[src/sac_consts.svh]
// Register offsets, field positions and reset values of the converter control block
`ifndef SAC_CONSTS_SVH
`define SAC_CONSTS_SVH
// Byte offsets on the register bus
`define SAC_OFF_CTRL1 7'h00
`define SAC_OFF_CTRL2 7'h04
`define SAC_OFF_CTRL3 7'h08
`define SAC_OFF_IRQ_STATUS 7'h0C
`define SAC_OFF_IRQ_MASK 7'h10
`define SAC_BUF_SEL_BIT 6
// Control one fields
`define SAC_B_ON 15
`define SAC_B_IDLE_STOP 13
`define SAC_B_RES 10
`define SAC_F_FMT 9:8
`define SAC_F_TRIG 7:5
`define SAC_B_SIM 3
`define SAC_B_AUTO_SAMPLE 2
`define SAC_B_SAMPLE_ACTIVE 1
`define SAC_B_DONE 0
// Control two and three fields
`define SAC_F_CHCOUNT 9:8
`define SAC_F_INSEL 2:0
`define SAC_F_SAMPLE_TIME 12:8
`define SAC_F_DIV 5:0
// Interrupt status and mask bits
`define SAC_B_IRQ_DONE 0
`define SAC_B_IRQ_WRAP 1
// Reset values and limits
`define SAC_RST_FMT 2'h0
`define SAC_RST_TRIG 3'h0
`define SAC_RST_CHCOUNT 2'h0
`define SAC_RST_INSEL 3'h0
`define SAC_RST_SAMPLE_TIME 5'h00
`define SAC_RST_DIV 6'h00
`define SAC_RST_IRQ 2'h0
`define SAC_INSEL_MAX 3'h5
`endif

[src/sac_pkg.sv]
// Types shared by the converter control block
package sac_pkg;
  typedef logic [31:0] sac_bus_t;
  typedef logic [15:0] sac_word_t;
  typedef enum {ST_IDLE, ST_SAMPLE, ST_CONVERT} sac_state_e;
  typedef enum logic [2:0] {
    TRIG_MANUAL = 3'h0,
    TRIG_EXT_PIN = 3'h1,
    TRIG_TIMER = 3'h2,
    TRIG_PWM1 = 3'h3,
    TRIG_RSVD4 = 3'h4,
    TRIG_PWM2 = 3'h5,
    TRIG_RSVD6 = 3'h6,
    TRIG_AUTO = 3'h7
  } sac_trig_e;
endpackage

[src/sac_fmt_if.sv]
// Interface carrying a raw result to the formatter and the formatted word back
`timescale 1ns/1ps
`default_nettype none
interface sac_fmt_if;
  logic [11:0] raw;
  logic res12;
  logic [1:0] fmt;
  logic [15:0] word;
  modport ctrl (output raw, output res12, output fmt, input word);
  modport conv (input raw, input res12, input fmt, output word);
endinterface
`default_nettype wire

[src/sac_result_format.sv]
// Result formatter: lays out a raw 10-bit or 12-bit result in a 16-bit word
`timescale 1ns/1ps
`default_nettype none
module sac_result_format (
  sac_fmt_if.conv f
);
  import sac_pkg::*;
  // Layout per resolution and format code
  always_comb begin
    f.word = 16'h0000;
    if (f.res12) begin
      unique case (f.fmt)
        2'h0: f.word = {4'h0, f.raw};
        2'h1: f.word = {{5{~f.raw[11]}}, f.raw[10:0]};
        2'h2: f.word = {f.raw, 4'h0};
        2'h3: f.word = {~f.raw[11], f.raw[10:0], 4'h0};
      endcase
    end else begin
      unique case (f.fmt)
        2'h0: f.word = {6'h00, f.raw[9:0]};
        2'h1: f.word = {{7{~f.raw[9]}}, f.raw[8:0]};
        2'h2: f.word = {f.raw[9:0], 6'h00};
        2'h3: f.word = {~f.raw[9], f.raw[8:0], 6'h00};
      endcase
    end
  end
endmodule // sac_result_format
`default_nettype wire

[src/sac_control.sv]
// Converter sequencing control with Avalon-MM register slave
// Summary of operation
// - Mode bit picks 10-bit/4 S&H or 12-bit/1
// - 12-bit: simultaneous bit reads zero, ignores writes
// - Results land in a sixteen-word buffer
// - Six analog inputs, zero to five, selectable
// - Bit 15 turns converter on; resets off
// - Idle-stop bit halts operation in idle
// - 10-bit formats 00 integer, 01 signed integer
// - 10-bit formats 10 fraction, 11 signed fraction
// - 12-bit formats: same four layouts, twelve bits
// - Trigger 000 clears sample; 111 uses counter
// - Pin, timer, PWM1, PWM2 triggers; 100/110 reserved
// - Simultaneous sampling of 2 or 4, else sequential
// - Bits 14, 12, 11, 4 read zero
// - Conversion clock period is divider plus one
// - Auto-sample restarts sampling after each conversion
// - Done set on completion, cleared at next start
`timescale 1ns/1ps
`default_nettype none
`include "sac_consts.svh"
module sac_control #(
  parameter int BUF_DEPTH = 16,
  parameter int NUM_SH = 4
) (
  input wire logic ref_clk,
  input wire logic reset_n,
  input wire logic [6:0] avs_address,
  input wire logic avs_read,
  input wire logic avs_write,
  input wire sac_pkg::sac_bus_t avs_writedata,
  input wire logic [3:0] avs_byteenable,
  output sac_pkg::sac_bus_t avs_readdata,
  output logic avs_waitrequest,
  input wire logic device_idle,
  input wire logic ext_interrupt_zero,
  input wire logic timer3_compare,
  input wire logic pwm1_interval,
  input wire logic pwm2_interval,
  output logic [NUM_SH-1:0] fe_sample,
  output logic fe_convert_start,
  output logic [1:0] fe_sh_select,
  output logic [2:0] fe_input_select,
  output logic fe_conv_clock,
  input wire logic fe_result_valid,
  input wire logic [11:0] fe_result,
  output logic converter_irq
);
  import sac_pkg::*;
  localparam int PW = $clog2(BUF_DEPTH);

  ////////////////////////////////////////////////////////////////////////
  // Declarations
  logic ack;
  sac_bus_t rd_value;
  logic [15:0] wv;
  logic sel_c1, sel_c2, sel_c3, sel_ist, sel_imk, sel_buf;
  logic wr_fire, wr1;
  logic converter_on, idle_stop, resolution_select;
  logic [1:0] result_format;
  logic [2:0] trigger_source;
  logic simultaneous_sample, auto_sample, done;
  logic [1:0] channel_count;
  logic [2:0] input_select;
  logic [4:0] sample_time;
  logic [5:0] conv_clock_divider;
  logic [1:0] irq_status, irq_mask, irq_events;
  sac_state_e state;
  logic [1:0] chan, last_ch;
  logic running, sim_eff, sample_bit;
  logic sw_set_sample_active, sw_clr_sample_active, sw_clr_done;
  logic [5:0] tad_cnt;
  logic [4:0] samc_cnt;
  logic [3:0] trig_meta, trig_sync, trig_prev, trig_edge;
  logic hw_trigger, end_sample, conv_step, conv_done, store;
  logic [PW-1:0] wr_ptr;
  logic [15:0] buf_mem [BUF_DEPTH];
  sac_fmt_if fmt_bus ();

  // Merge the enabled byte lanes into the current register value
  function automatic logic [15:0] merge(input logic [15:0] old, input sac_bus_t wd, input logic [3:0] be);
    merge = {be[1] ? wd[15:8] : old[15:8], be[0] ? wd[7:0] : old[7:0]};
  endfunction

  ////////////////////////////////////////////////////////////////////////
  // Bus slave: one wait state, answer on the second edge
  assign avs_waitrequest = (avs_read | avs_write) & ~ack;
  assign wr_fire = avs_write & ack;
  always_ff @(posedge ref_clk or negedge reset_n) begin
    if (!reset_n) begin
      ack <= 1'b0;
    end else begin
      ack <= (avs_read | avs_write) & ~ack;
    end
  end

  // Address decode
  assign sel_c1 = avs_address == `SAC_OFF_CTRL1;
  assign sel_c2 = avs_address == `SAC_OFF_CTRL2;
  assign sel_c3 = avs_address == `SAC_OFF_CTRL3;
  assign sel_ist = avs_address == `SAC_OFF_IRQ_STATUS;
  assign sel_imk = avs_address == `SAC_OFF_IRQ_MASK;
  assign sel_buf = avs_address[`SAC_BUF_SEL_BIT] & (avs_address[1:0] == 2'h0);
  assign sample_bit = state == ST_SAMPLE;
  assign sim_eff = simultaneous_sample & ~resolution_select;

  // Read mux; unmapped addresses read zero
  always_comb begin
    rd_value = 32'h0000_0000;
    if (sel_c1) begin
      rd_value[`SAC_B_ON] = converter_on;
      rd_value[`SAC_B_IDLE_STOP] = idle_stop;
      rd_value[`SAC_B_RES] = resolution_select;
      rd_value[`SAC_F_FMT] = result_format;
      rd_value[`SAC_F_TRIG] = trigger_source;
      rd_value[`SAC_B_SIM] = sim_eff;
      rd_value[`SAC_B_AUTO_SAMPLE] = auto_sample;
      rd_value[`SAC_B_SAMPLE_ACTIVE] = sample_bit;
      rd_value[`SAC_B_DONE] = done;
    end else if (sel_c2) begin
      rd_value[`SAC_F_CHCOUNT] = resolution_select ? 2'h0 : channel_count;
      rd_value[`SAC_F_INSEL] = input_select;
    end else if (sel_c3) begin
      rd_value[`SAC_F_SAMPLE_TIME] = sample_time;
      rd_value[`SAC_F_DIV] = conv_clock_divider;
    end else if (sel_ist) begin
      rd_value[1:0] = irq_status;
    end else if (sel_imk) begin
      rd_value[1:0] = irq_mask;
    end else if (sel_buf) begin
      rd_value[15:0] = buf_mem[avs_address[2+:PW]];
    end
  end

  // Read data captured on the waited edge, stands during the answer cycle
  always_ff @(posedge ref_clk or negedge reset_n) begin
    if (!reset_n) begin
      avs_readdata <= 32'h0000_0000;
    end else if (avs_read & ~ack) begin
      avs_readdata <= rd_value;
    end
  end

  ////////////////////////////////////////////////////////////////////////
  // Control one
  assign wv = merge(rd_value[15:0], avs_writedata, avs_byteenable);
  assign wr1 = wr_fire & sel_c1;
  assign sw_set_sample_active = wr1 & wv[`SAC_B_SAMPLE_ACTIVE] & ~sample_bit;
  assign sw_clr_sample_active = wr1 & ~wv[`SAC_B_SAMPLE_ACTIVE] & sample_bit;
  assign sw_clr_done = wr1 & ~wv[`SAC_B_DONE];
  always_ff @(posedge ref_clk or negedge reset_n) begin
    if (!reset_n) begin
      converter_on <= 1'b0;
      idle_stop <= 1'b0;
      resolution_select <= 1'b0;
      result_format <= `SAC_RST_FMT;
      trigger_source <= `SAC_RST_TRIG;
      simultaneous_sample <= 1'b0;
      auto_sample <= 1'b0;
    end else if (wr1) begin
      converter_on <= wv[`SAC_B_ON];
      idle_stop <= wv[`SAC_B_IDLE_STOP];
      // Resolution only follows a write while the converter is off
      if (!converter_on) begin
        resolution_select <= wv[`SAC_B_RES];
      end
      result_format <= wv[`SAC_F_FMT];
      trigger_source <= wv[`SAC_F_TRIG];
      simultaneous_sample <= wv[`SAC_B_SIM] & ~(converter_on ? resolution_select : wv[`SAC_B_RES]);
      auto_sample <= wv[`SAC_B_AUTO_SAMPLE];
    end
  end

  // Control two and three
  always_ff @(posedge ref_clk or negedge reset_n) begin
    if (!reset_n) begin
      channel_count <= `SAC_RST_CHCOUNT;
      input_select <= `SAC_RST_INSEL;
      sample_time <= `SAC_RST_SAMPLE_TIME;
      conv_clock_divider <= `SAC_RST_DIV;
    end else begin
      if (wr_fire & sel_c2) begin
        channel_count <= wv[`SAC_F_CHCOUNT];
        // Input numbers above five are not kept
        if (wv[`SAC_F_INSEL] <= `SAC_INSEL_MAX) begin
          input_select <= wv[`SAC_F_INSEL];
        end
      end
      if (wr_fire & sel_c3) begin
        sample_time <= wv[`SAC_F_SAMPLE_TIME];
        conv_clock_divider <= wv[`SAC_F_DIV];
      end
    end
  end

  ////////////////////////////////////////////////////////////////////////
  // Interrupt status (write one to clear, set wins) and mask
  assign irq_events = {store & (wr_ptr == PW'(BUF_DEPTH - 1)), conv_done};
  always_ff @(posedge ref_clk or negedge reset_n) begin
    if (!reset_n) begin
      irq_status <= `SAC_RST_IRQ;
      irq_mask <= `SAC_RST_IRQ;
    end else begin
      irq_status <= (irq_status & ~((wr_fire & sel_ist) ? wv[1:0] : 2'h0)) | irq_events;
      if (wr_fire & sel_imk) begin
        irq_mask <= wv[1:0];
      end
    end
  end
  assign converter_irq = |(irq_status & irq_mask);

  ////////////////////////////////////////////////////////////////////////
  // Run state: off stops everything, idle-stop freezes the sequence
  assign running = converter_on & ~(idle_stop & device_idle);
  assign last_ch = (resolution_select | channel_count == 2'h0) ? 2'h0 :
                   (channel_count == 2'h1) ? 2'h1 : 2'h3;

  // Conversion clock: one tick every divider plus one cycles
  always_ff @(posedge ref_clk or negedge reset_n) begin
    if (!reset_n) begin
      tad_cnt <= 6'h00;
      fe_conv_clock <= 1'b0;
    end else if (!running) begin
      tad_cnt <= 6'h00;
      fe_conv_clock <= 1'b0;
    end else if (tad_cnt == conv_clock_divider) begin
      tad_cnt <= 6'h00;
      fe_conv_clock <= 1'b1;
    end else begin
      tad_cnt <= tad_cnt + 6'h01;
      fe_conv_clock <= 1'b0;
    end
  end

  // Sample-time counter in conversion clock ticks
  always_ff @(posedge ref_clk or negedge reset_n) begin
    if (!reset_n) begin
      samc_cnt <= 5'h00;
    end else if (state != ST_SAMPLE) begin
      samc_cnt <= 5'h00;
    end else if (running & fe_conv_clock & (samc_cnt != 5'h1F)) begin
      samc_cnt <= samc_cnt + 5'h01;
    end
  end

  // Trigger pins: two-stage synchroniser then rising-edge pulse
  always_ff @(posedge ref_clk or negedge reset_n) begin
    if (!reset_n) begin
      trig_meta <= 4'h0;
      trig_sync <= 4'h0;
      trig_prev <= 4'h0;
    end else begin
      trig_meta <= {pwm2_interval, pwm1_interval, timer3_compare, ext_interrupt_zero};
      trig_sync <= trig_meta;
      trig_prev <= trig_sync;
    end
  end
  assign trig_edge = trig_sync & ~trig_prev;

  // Trigger source select
  always_comb begin
    hw_trigger = 1'b0;
    unique case (sac_trig_e'(trigger_source))
      TRIG_MANUAL: hw_trigger = 1'b0;
      TRIG_EXT_PIN: hw_trigger = trig_edge[0];
      TRIG_TIMER: hw_trigger = trig_edge[1];
      TRIG_PWM1: hw_trigger = trig_edge[2];
      TRIG_PWM2: hw_trigger = trig_edge[3];
      TRIG_AUTO: hw_trigger = samc_cnt >= sample_time;
      default: hw_trigger = 1'b0;
    endcase
  end
  assign end_sample = running & (state == ST_SAMPLE) &
                      ((trigger_source == TRIG_MANUAL & sw_clr_sample_active) | hw_trigger);
  assign conv_step = running & (state == ST_CONVERT) & fe_result_valid;
  assign conv_done = conv_step & (chan == last_ch);
  assign store = conv_step;

  ////////////////////////////////////////////////////////////////////////
  // Sequencer
  always_ff @(posedge ref_clk or negedge reset_n) begin
    if (!reset_n) begin
      state <= ST_IDLE;
      chan <= 2'h0;
    end else if (!converter_on) begin
      state <= ST_IDLE;
      chan <= 2'h0;
    end else if (running) begin
      unique case (state)
        ST_IDLE: begin
          if (auto_sample | sw_set_sample_active) begin
            state <= ST_SAMPLE;
          end
        end
        ST_SAMPLE: begin
          if (end_sample) begin
            state <= ST_CONVERT;
            chan <= 2'h0;
          end
        end
        ST_CONVERT: begin
          if (conv_done) begin
            state <= auto_sample ? ST_SAMPLE : ST_IDLE;
            chan <= 2'h0;
          end else if (conv_step) begin
            chan <= chan + 2'h1;
          end
        end
      endcase
    end
  end

  // Done flag: set wins over the software clear
  always_ff @(posedge ref_clk or negedge reset_n) begin
    if (!reset_n) begin
      done <= 1'b0;
    end else if (conv_done) begin
      done <= 1'b1;
    end else if (end_sample | sw_clr_done) begin
      done <= 1'b0;
    end
  end

  // Front-end strobes and selects
  always_ff @(posedge ref_clk or negedge reset_n) begin
    if (!reset_n) begin
      fe_convert_start <= 1'b0;
      fe_sh_select <= 2'h0;
      fe_input_select <= `SAC_RST_INSEL;
    end else begin
      fe_convert_start <= end_sample | (conv_step & ~conv_done);
      fe_sh_select <= end_sample ? 2'h0 : (conv_step & ~conv_done) ? chan + 2'h1 : fe_sh_select;
      fe_input_select <= input_select;
    end
  end

  // Tracking per sample-and-hold: sequential mode keeps later ones tracking
  for (genvar k = 0; k < NUM_SH; k++) begin : g_sh
    assign fe_sample[k] = converter_on & (2'(k) <= last_ch) &
                          (sample_bit | (state == ST_CONVERT & ~sim_eff & 2'(k) > chan));
  end

  ////////////////////////////////////////////////////////////////////////
  // Result buffer, refilled from the start when switched off
  assign fmt_bus.raw = fe_result;
  assign fmt_bus.res12 = resolution_select;
  assign fmt_bus.fmt = result_format;
  sac_result_format u_fmt (
    .f(fmt_bus.conv)
  );
  always_ff @(posedge ref_clk or negedge reset_n) begin
    if (!reset_n) begin
      wr_ptr <= '0;
    end else if (!converter_on) begin
      wr_ptr <= '0;
    end else if (store) begin
      wr_ptr <= (wr_ptr == PW'(BUF_DEPTH - 1)) ? '0 : wr_ptr + PW'(1);
    end
  end
  always_ff @(posedge ref_clk or negedge reset_n) begin
    if (!reset_n) begin
      for (int i = 0; i < BUF_DEPTH; i++) begin
        buf_mem[i] <= 16'h0000;
      end
    end else if (store) begin
      buf_mem[wr_ptr] <= fmt_bus.word;
    end
  end
endmodule // sac_control
`default_nettype wire

[config.mk]
export PLATFORM = sky130hd
export DESIGN_NAME = sac_control
export DESIGN_NICKNAME = d
export VERILOG_FILES = /design/src/sac_pkg.sv /design/src/sac_fmt_if.sv /design/src/sac_result_format.sv /design/src/sac_control.sv
export VERILOG_INCLUDE_DIRS = /design/src
export SDC_FILE = /design/constraint.sdc
export NUM_CORES = 1
export LEC_CHECK = 0
export BUFFER_PORTS_ARGS = -buffer_cell sky130_fd_sc_hd__buf_2
export CAP_MARGIN = 20
export CORE_MARGIN = 2
export CORE_UTILIZATION = 40
export DETAILED_ROUTE_END_ITERATION = 12
export REMOVE_ABC_BUFFERS = 1
export SLEW_MARGIN = 20
export SYNTH_ARGS = -nofsm -noshare
export SYNTH_HDL_FRONTEND = slang
export SYNTH_HIERARCHICAL = 1
export SYNTH_SLANG_ARGS = --single-unit
[constraint.sdc]
create_clock -name ref_clk -period 4.9 [get_ports ref_clk]
set_clock_uncertainty 0.15 [all_clocks]
set_input_delay 0.49 -clock ref_clk [delete_from_list [all_inputs] [get_ports ref_clk]]
set_output_delay 0.49 -clock ref_clk [all_outputs]
set_load 0.02 [all_outputs]
==> flow_metrics.py, run 1 <==
metrics = {
    "logic_synthesis": {
        "ys.flop_type": "dfrtp_1",
        "synthMuxAreaShare_pct": 30.4,
        "synth-seq-cells": 342,
        "yosys.area_share.xor_xnor_pct": 0.857,
        "synthCells": 1203,
        "ys_warn_count": 6,
        "synthSimpleGateAreaFrac_pct": 6.64,
        "synthesis.area_um2": 16300,
        "synth_top_family_by_area": "multiplexers",
        "avgSynthCellArea_um2": 13.6,
        "seq_area_frac_synth_pct": 52.4,
        "synthDistinctLibCells": 71,
        "synth-edff-count": 0,
        "synth-adder-area-share_pct": 1.15,
        "synth_async_sr_flop_share_pct": 100,
        "synth_compound_area_share_pct": 5.07,
    },
    "placement": {
        "pre_cts_ws_ns": 1.20,
        "placedCellCount": 1763,
        "routabilityCongestion": 0.837,
        "hpwl_um": 26100,
        "portBuffers": 74,
    },
    "grt": {
        "grt_pass1_wl_um": 63200,
        "groute.usage.overall_pct": 19.8,
        "grt_max_degree": 125,
        "overflow": 0,
        "grt_pass1_vias": 10400,
        "antenna_found_initial": 2,
    },
    "floorplanning": {
        "dieHeight_um": 206,
        "die_area_um2": 42500,
        "rows": 74,
        "fp.coreArea_um2": 40600,
        "initial_core_util_pct": 40.3,
        "die_x_um": 206,
        "ios": 110,
    },
    "worst_setup_path": {
        "slowest_delay_ns": 0.87,
        "crit_buf_inv": 3,
        "cpMaxStageDelayCell": "dfrtp_1",
        "crit_type": "flip-flop to output pin",
        "crit_chain": "inv_1, nand2_1, nand3b_1, inv_1, a21oi_1, nor4b_1, buf_2",
        "crit_required_ns": 4.26,
        "critical_path.most_common_cell": "inv_1",
        "critPathTopFamily": "flip-flops",
        "arrival_ns": 2.73,
        "crit_path_max_fanout": 18,
        "crit_path_start_kind": "flip-flop",
        "cp-end-kind": "output pin",
    },
    "cells_and_area": {
        "diodes": 0,
        "final_common_cell": "dfrtp_1",
        "area_delta_synth_final_pct": 14.4,
        "instances_no_fill": 1838,
        "final_cell_mix": "dfrtp_1, mux2_2, mux4_2",
        "drive_above_1_share_pct": 41.0,
        "layout.nets": 1357,
    },
    "drt": {
        "wire_per_inst_um": 22.1,
        "drc": 0,
        "drt-total-wl_um": 40500,
        "ant_nets": 0,
        "num_vias": 10100,
        "dr.pass1.iters": 5,
        "vias_per_cell": 5.52,
        "first_iter_violations": 511,
    },
    "power_and_ir_drop": {
        "powerDensity_nw_per_um2": 335,
        "peakVddDrop_v": 0.000253,
        "leakage_uw": 0.00911,
    },
    "job": {
        "max_cap_viol_count": 0,
    },
    "clock_network": {
        "cts_tree": "done",
        "clock_sinks": 342,
        "clk_pin_slew_worst_paths_ns": 0.06,
        "post-cts-setup-buffers": 0,
        "ctsHtreeMaxLevel": 2,
        "clock_path_buffers": 3,
        "clock_latency_ns": 0.54,
        "cts_resized": 0,
        "cts_buffers": 38,
        "clockRootBuffer": "clkbuf_16",
        "hold_buffers": 5,
    },
    "sta": {
        "rsz0062_at_grt": "no",
        "hold_viol_final": 0,
        "fmaxAchievable_ghz": 0.297,
        "drv_slew": 0,
        "worstMarginPinSlew_ns": 1.04,
        "tns_ns": 0,
        "post-route-period-util_pct": 68.8,
        "setup_viol": 0,
        "timing.slew.headroom_pct": 30.8,
        "fin_crit_ns": 3.37,
        "worst_slack_ns": 1.53,
    },
    "outcome": {
        "status": "completed",
    },
    "min_path": {
        "hold_path.class": "input pin to flip-flop",
    },
}
[state kept, by name, summed over array words and instances, names as in the netlist, 5 cells and up]
signal,count
avs_readdata,16
samc_cnt,5
sample_time,5
buf_mem,256
conv_clock_divider,6
tad_cnt,6
[cell usage after synthesis (all sizes together), types with 8 or more instances]
| library cell | count | area share, % |
|---|---|---|
| a21oi | 30 | 0.94 |
| buf | 45 | 1.8 |
| ha | 15 | 1.1 |
| clkbuf | 49 | 1.1 |
| nand3 | 28 | 0.86 |
| mux4 | 75 | 10 |
| nand2 | 70 | 1.6 |
| mux2 | 271 | 19 |
| nor3 | 8 | 0.31 |
| xor2 | 9 | 0.48 |
| a21o | 9 | 0.41 |
| nand2b | 9 | 0.34 |
| nor2b | 18 | 0.69 |
| inv | 23 | 0.53 |
| dfrtp | 342 | 52 |
| mux2i | 23 | 1.4 |
| nor2 | 49 | 1.2 |
| a22oi | 9 | 0.41 |
| o21ai | 39 | 1.2 |
[per-layer routing]
layer  part of all wire (%)  global-route usage, %
met4                    1.8                   4.52
met3                    5.6                   3.44
met2                     45                   30.1
met5                      0                      0
met1                     48                   29.5
[worst register-to-register path, delay by kind of cell (launching register included)]
family	cells	cell delay [ns]
mux	1	0.30
flops	1	0.42
simple gates	4	1.44
buf+inv	2	0.77
[cell type report]
cell class / count / area (um^2)
multi-input cells: 759 / 7290
repair buffers: 113 / 728
flip-flops and latches: 342 / 8560
clock inverters: 17 / 267
inverters: 23 / 86.3
well taps: 532 / 666
fillers: 3652 / 21900
clock buffers: 52 / 1100
[power breakdown]
part / internal [uW] / switching, uW / leakage, uW / total, uW
Combinational: 92.6 / 220 / 0.00369 / 313
Sequential: 2840 / 21.1 / 0.00474 / 2860
Clock: 1910 / 1190 / 0.000676 / 3100
[stage by stage]
stage | total power, uW | area (um^2) | util, % | hold slack [ns]
final | 6270 | 18700 | 46.1 | 0.0867
after global routing | 6490 | 18700 | 46.1 | 0.0947
after CTS | 6340 | 18700 | 46.1 | 0.0748
after detailed placement | 3230 | 17300 | 42.6 | 0.185
after global placement | 3230 | 17300 | 42.6 | 0.191
after floorplan | 3030 | 15900 | - | 0.0444
[worst paths after layout]
path	startpoint	to	slack [ns]	cells past startpoint
worst max-delay path	fmt_bus.res12	fe_sample[1]	1.53	7
worst min-delay path	avs_read	ack	0.09	3
worst max register to register	idle_stop	buf_mem[5]	1.71	7
worst min register to register	trig_meta[3]	trig_sync[3]	0.21	0
max in group asynchronous	reset_n	buf_mem[137]	3.04	3
min in group asynchronous	reset_n	avs_readdata[11]	0.45	2
[logic make-up after synthesis]
family	Yosys count
and+or+nand+nor	217
xor gates and xnor gates	16
muxes	369
AOI/OAI and AO/OA	126
buffers and inverters	117
adders and majority gates	15
other	1
DFF	342
(Power assumes the default switching activity.)
==> run 2, diff against run 1 <==
- clock period: 4.9 -> 2.9 ns (I/O delays scaled with it)
==> flow_metrics.py, run 2 (same netlist as run 1, synthesis figures left out) <==
metrics = {
    "grt": {
        "antenna_found_initial": 0,
        "overflow": 0,
        "groute.usage.overall_pct": 19.7,
        "grt_max_degree": 83,
        "grt_pass1_vias": 10300,
        "grt_pass1_wl_um": 62900,
    },
    "power_and_ir_drop": {
        "peakVddDrop_v": 0.000345,
        "powerDensity_nw_per_um2": 526,
        "p_sw_share_pct": 23.2,
        "total_power_uw": 9980,
        "clkPwrFrac_pct": 45.8,
        "p_comb_share_pct": 5.8,
        "p_switching_uw": 2310,
        "p_int_uw": 7670,
        "leakage_uw": 0.00927,
        "seq_power_share_pct": 48.4,
    },
    "clock_network": {
        "cts_tree": "done",
        "clock_latency_ns": 0.54,
        "clockRootBuffer": "clkbuf_16",
        "cts_buffers": 37,
        "clock_sinks": 342,
        "clk_pin_slew_worst_paths_ns": 0.06,
        "ctsHtreeMaxLevel": 2,
        "clock_path_buffers": 3,
    },
    "drt": {
        "first_iter_violations": 646,
        "vias_per_cell": 5.42,
        "highest_layer": "met4",
        "num_vias": 10200,
        "drc": 0,
        "ant_nets": 0,
        "dr.pass1.iters": 5,
        "dr_wl_met2_um": 18600,
        "dr_wl_met3_um": 1760,
        "drt-total-wl_um": 41100,
        "m1WireLength_um": 19900,
        "wire_per_inst_um": 21.8,
    },
    "worst_setup_path": {
        "crit_required_ns": 2.46,
        "crit_path_max_fanout": 7,
        "critPathLaunch": "fmt_bus.res12",
        "r2r-start": "buf_mem[74]",
        "ff2ff_path_depth": 6,
        "cp-end-kind": "output pin",
        "crit_type": "flip-flop to output pin",
        "arrival_ns": 2.26,
        "crit_path_start_kind": "flip-flop",
    },
    "floorplanning": {
        "die_area_um2": 42500,
        "initial_core_util_pct": 40.3,
        "fp.coreArea_um2": 40600,
        "rows": 74,
        "die_x_um": 206,
        "dieHeight_um": 206,
        "ios": 110,
    },
    "outcome": {
        "status": "completed",
    },
    "sta": {
        "tns_ns": 0,
        "fmaxAchievable_ghz": 0.370,
        "timing.slew.headroom_pct": 51.5,
        "setup_viol": 0,
        "post-route-period-util_pct": 93.3,
        "rsz0062_at_grt": "no",
        "worstMarginPinSlew_ns": 0.727,
        "hold_viol_final": 0,
        "fin_crit_ns": 2.70,
        "drv_slew": 0,
        "worst_slack_ns": 0.195,
    },
    "cells_and_area": {
        "instances_no_fill": 1884,
        "fin_util_pct": 46.8,
        "largest_reg_flops": 256,
        "final_cell_mix": "dfrtp_1, mux2_2, mux4_2",
        "area_delta_synth_final_pct": 16.1,
        "final_common_cell": "dfrtp_1",
        "top_register": "buf_mem",
        "reg.largest.list": "buf_mem (256), avs_readdata (16)",
        "layout.nets": 1408,
        "drive_above_1_share_pct": 42.0,
    },
    "placement": {
        "portBuffers": 74,
        "placedCellCount": 1804,
        "hpwl_um": 27100,
        "pre_cts_ws_ns": -0.0610,
        "routabilityCongestion": 0.834,
    },
    "min_path": {
        "hold_depth": 4,
        "hp-start": "avs_writedata[0]",
        "hold_path.class": "input pin to flip-flop",
    },
    "job": {
        "max_cap_viol_count": 0,
    },
}
## run 2: cell count changes in the layout (fill, tap and decap cells not counted), sizes merged, moves of 5 or more
cell         previous run  this run
clkbuf                 52        57
dlygate4sd3             5        17
buf                   108       148
bufinv                  6         0
clkinv                  9         2
## run 2: what timing repair did
action                     4_1_cts  5_1_grt
resized for setup                0        1
hold endpoints to repair        92        0
setup endpoints to repair        0        1
hold buffers                    17        0
setup buffers                    0        0
## run 2: final timing paths
kind                                       end  slack [ns]
hold / removal                            done        0.01
min in group asynchronous     avs_readdata[11]        0.22
setup / recovery                  fe_sample[1]        0.20
setup reg to reg           simultaneous_sample        0.43
max in group asynchronous         buf_mem[177]        1.53
hold reg to reg                   trig_sync[1]        0.20
## run 2: layout make-up
| class | count | area, um^2 |
|---|---|---|
| antenna | 1 | 2.50 |
| clock buffer | 57 | 1130 |
| clock inverter | 5 | 35.0 |
| fill | 3579 | 21600 |
| inverter | 23 | 86.3 |
| multi-input combinational | 759 | 7290 |
| sequential | 342 | 8560 |
| tap | 532 | 666 |
| timing repair buffer | 165 | 1200 |
## run 2: power by group through the flow
stage / Clock, uW / Sequential (uW) / Combinational, uW
5_1_grt: 4870 / 4830 / 641
6_report: 4570 / 4830 / 579
4_1_cts: 4670 / 4830 / 593
3_5_place_dp: 0 / 4920 / 572
2_1_floorplan: 0 / 4920 / 201
3_3_place_gp: 0 / 4920 / 565
## run 2: metrics by stage
step | instance area (um^2) | hold slack [ns]
3_5_place_dp | 17600 | 0.181
2_1_floorplan | 15900 | -0.156
3_3_place_gp | 17600 | 0.188
4_1_cts | 19000 | 0.00821
6_report | 19000 | 0.0142
5_1_grt | 19000 | 0.0303
## run 2: layer usage
layer	global-route usage (%)	vias to the layer above
li1	-	4621
met1	29.7	5319
met2	30.3	226
met3	2.79	52
met4	4.41	0
met5	0	-
## run 2: worst max-delay path, cell delays in order, from the launching register on
cell	delay, ns
dfrtp_2	0.52
inv_1	0.21
nand2_1	0.14
nand3b_1	0.14
inv_1	0.08
a21oi_1	0.06
nor4b_1	0.36
buf_2	0.24
==> run 3, diff against run 2 <==
- RECOVER_POWER: unset -> 50
==> flow_metrics.py, run 3 (same netlist as run 1, synthesis figures left out) <==
metrics = {
    "placement": {
        "routabilityCongestion": 0.834,
        "hpwl_um": 27100,
        "placedCellCount": 1804,
        "dpl-instance-area_um2": 17600,
        "portBuffers": 74,
    },
    "clock_network": {
        "cts_tree": "done",
        "cts_buffers": 37,
        "clk_pin_slew_worst_paths_ns": 0.06,
        "clock_sinks": 342,
        "clockRootBuffer": "clkbuf_16",
        "ctsHtreeMaxLevel": 2,
        "clock_latency_ns": 0.54,
        "clock_path_buffers": 3,
    },
    "sta": {
        "setup_viol": 0,
        "fin_crit_ns": 2.71,
        "drv_slew": 81,
        "post-route-period-util_pct": 93.5,
        "worstMarginPinSlew_ns": 1.94,
        "hold_viol_final": 0,
        "timing.slew.headroom_pct": -29.3,
        "fmaxAchievable_ghz": 0.369,
        "rsz0062_at_grt": "no",
    },
    "grt": {
        "overflow": 0,
        "groute.usage.overall_pct": 19.7,
        "grt_max_degree": 83,
        "grt_pass1_vias": 10300,
        "grt_pass1_wl_um": 62900,
        "antenna_found_initial": 0,
    },
    "cells_and_area": {
        "final_common_cell": "dfrtp_1",
        "instances_no_fill": 1884,
        "top_register": "buf_mem",
        "fin_util_pct": 46.6,
        "largest_reg_flops": 256,
        "final_cell_mix": "dfrtp_1, mux2_2, mux4_2",
        "layout.nets": 1408,
        "final_area_um2": 18900,
        "drive_above_1_share_pct": 40.3,
        "area_delta_synth_final_pct": 15.7,
        "reg.largest.list": "buf_mem (256), avs_readdata (16)",
        "nFillCells": 3595,
    },
    "drt": {
        "drc": 0,
        "wire_per_inst_um": 21.8,
        "ant_nets": 0,
        "first_iter_violations": 664,
        "num_vias": 10200,
        "dr.pass1.iters": 5,
        "drt-total-wl_um": 41100,
        "vias_per_cell": 5.43,
    },
    "worst_setup_path": {
        "arrival_ns": 2.27,
        "crit_type": "flip-flop to output pin",
        "critical_path.most_common_cell": "inv_1",
        "crit_required_ns": 2.46,
        "cp-end-kind": "output pin",
        "crit_chain": "inv_1, nand2_1, nand3b_1, inv_1, a21oi_1, nor4b_1, buf_2",
        "crit_buf_inv": 3,
        "cpMaxStageDelayCell": "dfrtp_2",
        "critPathTopFamily": "simple AND/OR/NAND/NOR gates",
        "crit_path_max_fanout": 7,
        "crit_path_start_kind": "flip-flop",
        "slowest_delay_ns": 0.53,
    },
    "min_path": {
        "hold_path.class": "input pin to flip-flop",
    },
    "job": {
        "max_cap_viol_count": 1,
    },
    "floorplanning": {
        "initial_core_util_pct": 40.3,
        "fp.coreArea_um2": 40600,
        "die_area_um2": 42500,
        "dieHeight_um": 206,
        "die_x_um": 206,
        "rows": 74,
        "ios": 110,
    },
    "power_and_ir_drop": {
        "powerDensity_nw_per_um2": 528,
        "leakage_uw": 0.00916,
        "peakVddDrop_v": 0.000345,
        "total_power_uw": 9980,
    },
    "outcome": {
        "violations": "capacitance limit, slew limit",
        "status": "complete, but fails checks",
    },
}
## run 3: metrics by stage
step / hold slack (ns) / TNS, ns / worst slack, ns
global placement: 0.188 / -0.129 / -0.0609
CTS: 0.00821 / 0 / 0.0633
detailed placement: 0.181 / -0.299 / -0.0610
finish: 0.0144 / 0 / 0.188
floorplan: -0.156 / 0 / 0.286
global route: 0.0303 / 0 / 0.106
## run 3: layer usage
metal  track usage, %  wire length, um
met3             2.79             1650
met2             30.3            18600
met5                0                0
met1             29.7            20100
met4             4.41              779
## run 3: area by class of cell
| class | instances | area [um^2] | area share [%] |
|---|---|---|---|
| flip-flops and latches | 342 | 8560 | 45.3 |
| multi-input cells | 759 | 7290 | 38.5 |
| clock inverters | 5 | 35.0 | 0.185 |
| inverters | 23 | 86.3 | 0.456 |
| clock buffers | 57 | 1130 | 5.98 |
| well taps | 532 | 666 | 3.52 |
| repair buffers | 165 | 1150 | 6.06 |
| diodes | 1 | 2.50 | 0.0132 |
## run 3: worst min-delay path, cell delays in order
cell and delay (ns):
buf_2 0.09, nor2b_1 0.05, nand3_1 0.08, a31o_1 0.13
## run 3: final timing paths
kind                                  start               end  slack [ns]  depth (start not counted)
setup / recovery              fmt_bus.res12      fe_sample[1]        0.19                          7
hold / removal             avs_writedata[0]              done        0.01                          4
setup reg to reg                samc_cnt[0]          state[0]        0.44                          9
hold reg to reg                trig_meta[1]      trig_sync[1]        0.21                          0
max in group asynchronous           reset_n      buf_mem[127]        0.49                          3
min in group asynchronous           reset_n  avs_readdata[11]        0.73                          2
## run 3: power breakdown
part / internal, uW / leakage, uW / switching (uW)
clock network: 2670 / 0.000575 / 1900
registers: 4800 / 0.00474 / 30.5
logic: 188 / 0.00384 / 386
total: 7660 / 0.00916 / 2310
## run 3: what timing repair did
| item | 4_1_cts | 5_1_grt |
|---|---|---|
| hold endpoints to repair | 92 | 0 |
| hold buffers | 17 | 0 |
| resized for setup | 0 | 1 |
| buffers inserted | 0 | 0 |
| setup endpoints to repair | 0 | 1 |
